File: src/swr_cfg.svh
`ifndef SWR_CFG_SVH
`define SWR_CFG_SVH
// Flux reversals counted before card detect asserts
`define SWR_FLUX_DETECT 4'hF
// Card detect release delay after the last strobe
`define SWR_HOLD_MS 150
`define SWR_LINK_NS 125
`define SWR_HOLD_CYC ((`SWR_HOLD_MS * 1000000) / `SWR_LINK_NS)
`define SWR_FIFO_DEPTH 4
`define SWR_MEM_BYTES 64
// Sentinels, data bits without parity
`define SWR_START_NUM 6'h0B
`define SWR_END_NUM 6'h0F
`define SWR_START_ALPHA 6'h05
`define SWR_END_ALPHA 6'h1F
// Reset values of idle-high lines and the bit counter
`define SWR_IDLE_LINES 3'h7
`define SWR_TRIG_PRELOAD 4'hF
`endif

File: src/swr_pkg.sv
`include "swr_cfg.svh"
package swr_pkg;
	typedef enum logic [2:0] {
		RD_IDLE   = 3'h1,
		RD_ACTIVE = 3'h2,
		RD_HOLD   = 3'h4
	} swr_rd_st_t;

	typedef enum logic [3:0] {
		H_IDLE  = 4'h1,
		H_SEEK  = 4'h2,
		H_STORE = 4'h4,
		H_SEND  = 4'h8
	} swr_host_st_t;

	typedef struct packed {
		swr_rd_st_t  st;
		logic [3:0]  flux;
		logic [1:0]  phase;
		logic [20:0] hold;
		logic        strobe_n;
		logic        data_n;
		logic        detect_n;
	} swr_rd_state_t;

	typedef struct packed {
		logic [2:0]                       sync1;
		logic [2:0]                       sync2;
		logic                             strb_prev;
		logic                             cd_prev;
		swr_host_st_t                     st;
		logic [3:0]                       trig;
		logic [6:0]                       chr;
		logic [2:0]                       nbit;
		logic [5:0]                       lrc;
		logic                             first;
		logic                             end_seen;
		logic                             lrc_seen;
		logic                             lrc_bad;
		logic                             par_err;
		logic                             sen_err;
		logic [9:0]                       bitptr;
		logic [6:0]                       wr;
		logic [6:0]                       rd;
		logic [6:0]                       len;
		logic [7:0]                       out_data;
		logic                             out_valid;
		logic                             done;
		logic                             err_par;
		logic                             err_lrc;
		logic                             err_sen;
		logic [`SWR_MEM_BYTES-1:0][7:0]   mem;
	} swr_host_state_t;
endpackage : swr_pkg

File: src/swr_link_if.sv
`timescale 1ns/100ps
`default_nettype none
interface swr_link_if;
	logic strobe_n;
	logic data_n;
	logic card_detect_n;
	modport reader (output strobe_n, output data_n, output card_detect_n);
	modport host (input strobe_n, input data_n, input card_detect_n);
endinterface : swr_link_if
`default_nettype wire

File: src/swr_host_end.sv
`timescale 1ns/100ps
`default_nettype none
`include "swr_cfg.svh"
////////////////////////////////////////////////////////////////////////////////
// Functional notes
// Reader lines idle high, active low
// Card detect falls after 14-15 flux reversals
// No strobes before card detect asserts
// One strobe per bit after detect
// Host samples data on strobe falling edge
// Data low means one, high zero
// Skip leading zeros until first one
// Append every bit until strobes cease; per-character mode stores no characters after the LRC character
// Detect releases about 150ms after last strobe
// On detect release check parity, LRC; deliver
// Characters assembled least significant bit first
// Packed mode stores bits across bytes
// Per-character mode: one character per byte
// Optional all-ones counter as bit trigger
// Alpha track: six bits plus odd parity
// Numeric tracks: four bits plus odd parity
// LRC even columns by XOR, odd parity
// Numeric sentinels are hex B and F
module swr_host_end
	import swr_pkg::*;
(
	input  wire logic        clk,
	input  wire logic        reset_n,
	swr_link_if.host         link,
	input  wire logic        alpha_track,
	input  wire logic        packed_mode,
	input  wire logic        counter_trigger,
	output var  logic        out_valid,
	input  wire logic        out_ready,
	output var  logic [7:0]  out_data,
	output var  logic        done,
	output var  logic        err_parity,
	output var  logic        err_lrc,
	output var  logic        err_sentinel
);
	swr_host_state_t q;
	swr_host_state_t n;
	logic            fall;
	logic            cd_rise;
	logic            bitv;
	logic            ev;
	logic            ovf;
	logic [3:0]      trig_sum;
	logic [2:0]      w_last;
	logic [6:0]      cw;
	logic [6:0]      cm;
	logic [5:0]      cdat;
	logic [5:0]      s_start;
	logic [5:0]      s_end;
	logic            take;
	logic            fin;
	logic [7:0]      pbyte;
	logic [9:0]      plen;

	assign out_valid    = q.out_valid;
	assign out_data     = q.out_data;
	assign done         = q.done;
	assign err_parity   = q.err_par;
	assign err_lrc      = q.err_lrc;
	assign err_sentinel = q.err_sen;

	////////////////////////////////////////////////////////////////////////////
	// Bit event and character assembly
	always_comb begin
		fall = q.strb_prev & ~q.sync2[0];
		cd_rise = ~q.cd_prev & q.sync2[2];
		bitv = ~q.sync2[1];
		{ovf, trig_sum} = {1'b0, q.trig} + 5'h01;
		ev = counter_trigger ? (fall & ovf) : fall;
		w_last = alpha_track ? 3'h6 : 3'h4;
		cw = q.chr;
		cw[q.nbit] = bitv;
		cm = cw & (alpha_track ? 7'h7F : 7'h1F);
		cdat = alpha_track ? cm[5:0] : {2'h0, cm[3:0]};
		s_start = alpha_track ? `SWR_START_ALPHA : `SWR_START_NUM;
		s_end = alpha_track ? `SWR_END_ALPHA : `SWR_END_NUM;
		pbyte = (q.bitptr[2:0] == 3'h0) ? 8'h00 : q.mem[q.bitptr[8:3]];
		pbyte[q.bitptr[2:0]] = bitv;
		plen = q.bitptr + 10'h007;
	end

	////////////////////////////////////////////////////////////////////////////
	// Capture state machine
	always_comb begin
		n = q;
		take = 1'b0;
		fin = 1'b0;
		n.sync1 = {link.card_detect_n, link.data_n, link.strobe_n};
		n.sync2 = q.sync1;
		n.strb_prev = q.sync2[0];
		n.cd_prev = q.sync2[2];
		n.done = 1'b0;
		if (counter_trigger && fall) begin
			n.trig = ovf ? `SWR_TRIG_PRELOAD : trig_sum;
		end
		case (q.st)
			H_IDLE: begin
				if (!q.sync2[2]) begin
					n.st = H_SEEK;
					n.chr = 7'h00;
					n.nbit = 3'h0;
					n.lrc = 6'h00;
					n.first = 1'b1;
					n.end_seen = 1'b0;
					n.lrc_seen = 1'b0;
					n.lrc_bad = 1'b0;
					n.par_err = 1'b0;
					n.sen_err = 1'b0;
					n.bitptr = 10'h000;
					n.wr = 7'h00;
					n.trig = `SWR_TRIG_PRELOAD;
				end
			end
			H_SEEK: begin
				if (cd_rise) begin
					fin = 1'b1;
				end else if (ev && bitv) begin
					n.st = H_STORE;
					take = 1'b1;
				end
			end
			H_STORE: begin
				if (cd_rise) begin
					fin = 1'b1;
				end else if (ev) begin
					take = 1'b1;
				end
			end
			H_SEND: begin
				if (!q.out_valid || out_ready) begin
					if (q.rd != q.len) begin
						n.out_data = q.mem[q.rd[5:0]];
						n.out_valid = 1'b1;
						n.rd = q.rd + 7'h01;
					end else begin
						n.out_valid = 1'b0;
						n.st = H_IDLE;
					end
				end
			end
			default: begin
				n.st = H_IDLE;
			end
		endcase

		if (take) begin
			if (packed_mode && !q.bitptr[9]) begin
				n.mem[q.bitptr[8:3]] = pbyte;
				n.bitptr = q.bitptr + 10'h001;
			end
			if (q.nbit == w_last) begin
				n.nbit = 3'h0;
				n.chr = 7'h00;
				if (!q.lrc_seen) begin
					if (!(^cm)) begin
						n.par_err = 1'b1;
					end
					n.first = 1'b0;
					if (q.first && cdat != s_start) begin
						n.sen_err = 1'b1;
					end
					if (q.end_seen) begin
						n.lrc_seen = 1'b1;
						n.lrc_bad = q.lrc != cdat;
					end else begin
						n.lrc = q.lrc ^ cdat;
						if (!q.first && cdat == s_end) begin
							n.end_seen = 1'b1;
						end
					end
					if (!packed_mode && !q.wr[6]) begin
						n.mem[q.wr[5:0]] = {1'b0, cm};
						n.wr = q.wr + 7'h01;
					end
				end
			end else begin
				n.nbit = q.nbit + 3'h1;
				n.chr = cw;
			end
		end

		if (fin) begin
			n.done = 1'b1;
			n.err_par = q.par_err;
			n.err_lrc = q.lrc_bad | ~q.lrc_seen;
			n.err_sen = q.sen_err;
			n.len = packed_mode ? plen[9:3] : q.wr;
			n.rd = 7'h00;
			if (q.par_err || q.lrc_bad || !q.lrc_seen || q.sen_err) begin
				n.st = H_IDLE;
			end else begin
				n.st = H_SEND;
			end
		end
	end

	always_ff @(posedge clk or negedge reset_n) begin
		if (!reset_n) begin
			q <= '0;
			q.sync1 <= `SWR_IDLE_LINES;
			q.sync2 <= `SWR_IDLE_LINES;
			q.strb_prev <= 1'b1;
			q.cd_prev <= 1'b1;
			q.st <= H_IDLE;
			q.trig <= `SWR_TRIG_PRELOAD;
		end else begin
			q <= n;
		end
	end
endmodule : swr_host_end
`default_nettype wire

File: src/flat_wrapper.sv
// flat-port wrapper written by rule: the top's interface ports become plain ports
module swr_host_end_flat import swr_pkg::*;
  (clk, reset_n, alpha_track, packed_mode, counter_trigger, out_valid, out_ready, out_data, done, err_parity, err_lrc, err_sentinel, link_strobe_n, link_data_n, link_card_detect_n);
  swr_link_if link_i ();
  input  wire logic clk;
  input  wire logic reset_n;
  input  wire logic alpha_track;
  input  wire logic packed_mode;
  input  wire logic counter_trigger;
  output var  logic out_valid;
  input  wire logic out_ready;
  output var  logic [7:0] out_data;
  output var  logic done;
  output var  logic err_parity;
  output var  logic err_lrc;
  output var  logic err_sentinel;
  input wire logic [$bits(link_i.strobe_n)-1:0] link_strobe_n;
  input wire logic [$bits(link_i.data_n)-1:0] link_data_n;
  input wire logic [$bits(link_i.card_detect_n)-1:0] link_card_detect_n;
  assign link_i.strobe_n = link_strobe_n;
  assign link_i.data_n = link_data_n;
  assign link_i.card_detect_n = link_card_detect_n;
  swr_host_end u_core (.clk(clk), .reset_n(reset_n), .link(link_i), .alpha_track(alpha_track), .packed_mode(packed_mode), .counter_trigger(counter_trigger), .out_valid(out_valid), .out_ready(out_ready), .out_data(out_data), .done(done), .err_parity(err_parity), .err_lrc(err_lrc), .err_sentinel(err_sentinel));
endmodule
File: config.mk
export PLATFORM = sky130hd
export DESIGN_NAME = swr_host_end_flat
export DESIGN_NICKNAME = d
export VERILOG_FILES = /design/src/swr_pkg.sv /design/src/swr_link_if.sv /design/src/swr_host_end.sv /design/src/flat_wrapper.sv
export VERILOG_INCLUDE_DIRS = /design/src
export SDC_FILE = /design/constraint.sdc
export NUM_CORES = 2
export LEC_CHECK = 0
export BUFFER_PORTS_ARGS = -buffer_cell sky130_fd_sc_hd__buf_2
export CAP_MARGIN = 20
export CORE_ASPECT_RATIO = 1.4
export CORE_UTILIZATION = 51
export CTS_BUF_LIST = sky130_fd_sc_hd__clkbuf_8
export DETAILED_ROUTE_END_ITERATION = 8
export PLACE_DENSITY = 0.68
export REMOVE_ABC_BUFFERS = 1
export SLEW_MARGIN = 25
export SYNTH_ARGS = -nofsm -noshare
export SYNTH_HDL_FRONTEND = slang
export SYNTH_SLANG_ARGS = --single-unit
File: constraint.sdc
create_clock -name clk -period 4.13 [get_ports clk]
set_input_delay 0.2065 -clock clk [delete_from_list [all_inputs] [get_ports clk]]
set_output_delay 0.2065 -clock clk [all_outputs]
set_load 0.01 [all_outputs]
==> flow_metrics.env <==
export IMPL_swShare=0.302
export IMPL_detail_route_wl_per_cell_microns=37.1
export IMPL_grt_pass1_vias=33900
export IMPL_io_pins=22
export IMPL_vias_per_cell=7.76
export IMPL_reg2reg_slack_ns=0.02
export IMPL_synth_top_family_by_area="compound AO/OA/AOI/OAI gates"
export IMPL_grt_pass1_wl_mm=240
export IMPL_hold_ws_ns=0.0563
export IMPL_cts_buffers=97
export IMPL_drive_gt1_frac=0.216
export IMPL_report_final_slew_viol_count=0
export IMPL_power_density_nw_per_um2=366
export IMPL_period_share=0.996
export IMPL_cts_max_path_buffers=3
export IMPL_setup_tns_ns=0
export IMPL_drt_initial_drc_count=5809
export IMPL_clock_sinks=594
export IMPL_r2r_end="u_core.q[236]"
export IMPL_synth_distinct_cells=85
export IMPL_grt_max_degree=115
export IMPL_period_minus_slack_ns=4.11
export IMPL_antenna_found_initial=23
export IMPL_gp_congestion=1.09
export IMPL_reg2reg_depth=11
export IMPL_place_inst=4297
export IMPL_yosysTopAreaCellShare=0.417
export IMPL_p_comb_frac=0.173
export IMPL_clock_skew_ns=0.0348
export IMPL_status="finished, final reports clean"
export IMPL_clkLatencyLatePin_ns=0.80
export IMPL_drc=0
export IMPL_min_from="link_card_detect_n"
export IMPL_layout_nets=3560
export IMPL_ys_flop_type="dfrtp_1"
export IMPL_cp_max_fo=26
export IMPL_synthAdderAreaFrac=0.00287
export IMPL_synth_largest_area_cell="dfrtp_1"
export IMPL_whs_path_depth=2
export IMPL_cap_violations=0
export IMPL_clock_power_share=0.397
export IMPL_min_path_type="in2reg"
export IMPL_cts_tree="done"
export IMPL_postSynthAreaPerCell_sq_um=10.1
export IMPL_synth_xor_area_frac=0.00728
export IMPL_post_cts_setup_buffer_count=0
export IMPL_p_leak_nw=16.2
export IMPL_synthTopCellsByArea="dfrtp_1 (42%), mux4_2 (13%), a221oi_1 (5.7%), a21oi_1 (5.4%), nor2_1 (4.6%)"
export IMPL_worstMarginPinSlew_ns=1.22
export IMPL_overflow=0
export IMPL_synthSimpleGateAreaFrac=0.111
export IMPL_die_y_microns=311
export IMPL_stdcell_area_sq_um=39400
export IMPL_io_buffer_count=21
export IMPL_crit_type="reg2reg"
export IMPL_dp_hpwl_mm=117
export IMPL_h_tree_depth=3
export IMPL_synth_edf_count=0
export IMPL_switchingPower_mw=4.36
export IMPL_yosys_mux_area_fraction=0.162
export IMPL_async_reset_ff_frac=1.00
export IMPL_ys_ff_latch=594
export IMPL_fin_cells=4493
export IMPL_vias=34900
export IMPL_rr_startpoint="u_core.q[549]"
export IMPL_cts_root_buf="clkbuf_8"
export IMPL_syn_to_final_growth_pct=13.0
export IMPL_die_w_microns=223
export IMPL_start_kind="flip-flop"
export IMPL_seq_area_frac_synth=0.427
export IMPL_p_int_mw=10.1
export IMPL_postSynthCellCount=3455
export IMPL_dieArea_sq_um=69500
export IMPL_track_usage=0.479
export IMPL_cp_required_ns=4.81
export IMPL_ant_nets=0
export IMPL_core_area_sq_um=67700
export IMPL_fmax_mhz=243
export IMPL_synth_compound_area_frac=0.238
export IMPL_slew_headroom=0.185
export IMPL_end_kind="flip-flop"
export IMPL_finalWirelength_mm=167
export IMPL_power_mw=14.4
export IMPL_clk_pin_slew_worst_paths_ns=0.07
export IMPL_yosysWarnings=0
export IMPL_num_rows=113
export IMPL_holdPathEnd="u_core.n[590]"
export IMPL_sequentialPowerShare=0.430
export IMPL_dr_pass1_iters=9
export IMPL_start_util=0.515
export IMPL_syn_area_sq_um=34900
export IMPL_fillers=5834
export IMPL_place_area_sq_um=37200
export IMPL_rsz0062_at_grt="false"
export IMPL_hold_violations=0
export IMPL_setup_viol=0
export IMPL_irDropWorstVdd_mv=0.282
export IMPL_worstPathArrival_ns=4.79
-- layer usage --
layer / vias up / part of all wire / GRT usage
met5: - / 0.00083 / 0
met2: 3251 / 0.43 / 0.702
met3: 1005 / 0.14 / 0.171
li1: 13600 / - / -
met1: 17000 / 0.33 / 0.556
met4: 22 / 0.11 / 0.418
-- cells by family (layout without fill, tap and decap cells) --
kind of cell             after synthesis  in the layout
AO/OA/AOI/OAI                       1207           1207
XOR/XNOR                              29             29
adder cells (fa/ha/maj)                8              8
buffers and inverters                390            558
flip-flops                           594            594
multiplexers                         308            308
other                                  0              8
AND/OR/NAND/NOR                      919            919
-- placed cells by master (no fill, tap or decap), types with 14 or more instances in the layout --
master,Yosys,layout
o21ai_0,87,87
clkbuf_8,0,130
buf_2,66,21
buf_12,0,38
a21oi_1,376,375
nand2_1,316,312
o22ai_1,214,213
xnor2_1,24,24
mux4_2,200,200
a21oi_2,19,19
dfrtp_1,581,574
nor3_1,20,20
inv_1,72,98
nor2_1,424,420
mux2i_1,57,56
o221ai_1,69,69
o32ai_1,95,95
a221oi_1,228,228
a22oi_1,27,27
nand3_1,49,49
and2_1,16,15
mux2_2,45,45
buf_4,34,236
nand2b_1,15,14
-- worst max-delay path, stage by stage (launching register included) --
cell and delay [ns]:
dfrtp_4 0.77, buf_12 0.26, nor2b_2 0.61, buf_4 0.39, a22oi_1 0.11, a21oi_1 0.20
a311oi_1 0.07, o22ai_2 0.47, o31ai_1 0.19, and2_2 0.32, buf_12 0.20, a221oi_1 0.33
-- power groups by stage --
| stage | sequential, mW | clock, mW | combinational [mW] |
|---|---|---|---|
| detailed placement | 6.30 | 0 | 2.46 |
| global route | 6.22 | 6.00 | 2.62 |
| floorplan | 6.64 | 0 | 1.17 |
| finish | 6.20 | 5.72 | 2.50 |
| CTS | 6.20 | 5.74 | 2.47 |
| global placement | 6.29 | 0 | 2.43 |
-- metrics by stage --
step	worst slack, ns	util
finish	0.0184	0.582
global route	0.0962	0.582
CTS	0.241	0.581
detailed placement	0.248	0.549
global placement	0.318	0.549
floorplan	-14.30	-
-- sequential cells by signal, summed over array words and instances (netlist names) --
| name | count |
|---|---|
| u_core.n | 5 |
| u_core.err_lrc | 1 |
| u_core.err_sentinel | 1 |
| u_core.out_data | 8 |
| u_core.err_parity | 1 |
| u_core.done | 1 |
| u_core.out_valid | 1 |
| u_core.q | 576 |
-- how the worst max path moves through the flow --
stage	to	cells after the start	start
6_report	u_core.q[236]	11	u_core.q[549]
2_1_floorplan	u_core.q[328]	6	u_core.q[589]
5_1_grt	u_core.q[443]	9	u_core.q[549]
3_5_place_dp	u_core.q[507]	7	u_core.q[549]
3_3_place_gp	u_core.q[507]	7	u_core.q[549]
4_1_cts	u_core.q[507]	7	u_core.q[549]
-- final cells by class --
| type | instances | area [sq um] | area share |
|---|---|---|---|
| Clock buffer | 130 | 1790 | 0.0454 |
| Inverter | 75 | 282 | 0.00714 |
| Antenna cell | 8 | 20.0 | 0.000508 |
| Multi-Input combinational cell | 2471 | 18300 | 0.464 |
| Timing Repair Buffer | 304 | 2730 | 0.0693 |
| Tap cell | 862 | 1080 | 0.0274 |
| Clock inverter | 49 | 332 | 0.00841 |
| Sequential cell | 594 | 14900 | 0.378 |
-- Yosys cell counts, drive strengths merged, types with 13 or more instances --
library cell and number:
mux2 51, o21ai 90, nand2b 15, dfstp 13
o32ai 95, inv 73, mux2i 57, dfrtp 581
nand3 49, buf 145, nor2b 15, a221oi 231
o22ai 215, nor3 21, xnor2 24, nand2 316
o31ai 13, a21oi 396, o221ai 70, and2 17
clkbuf 170, nor2 427, a22oi 28, mux4 200
-- timing repair --
item | CTS | global route
gates resized for setup | 0 | 1
hold buffers | 8 | 0
endpoints found under the setup margin | 0 | 62
hold endpoints to repair | 117 | 0
No activity file was read; power rests on OpenSTA's default activity.
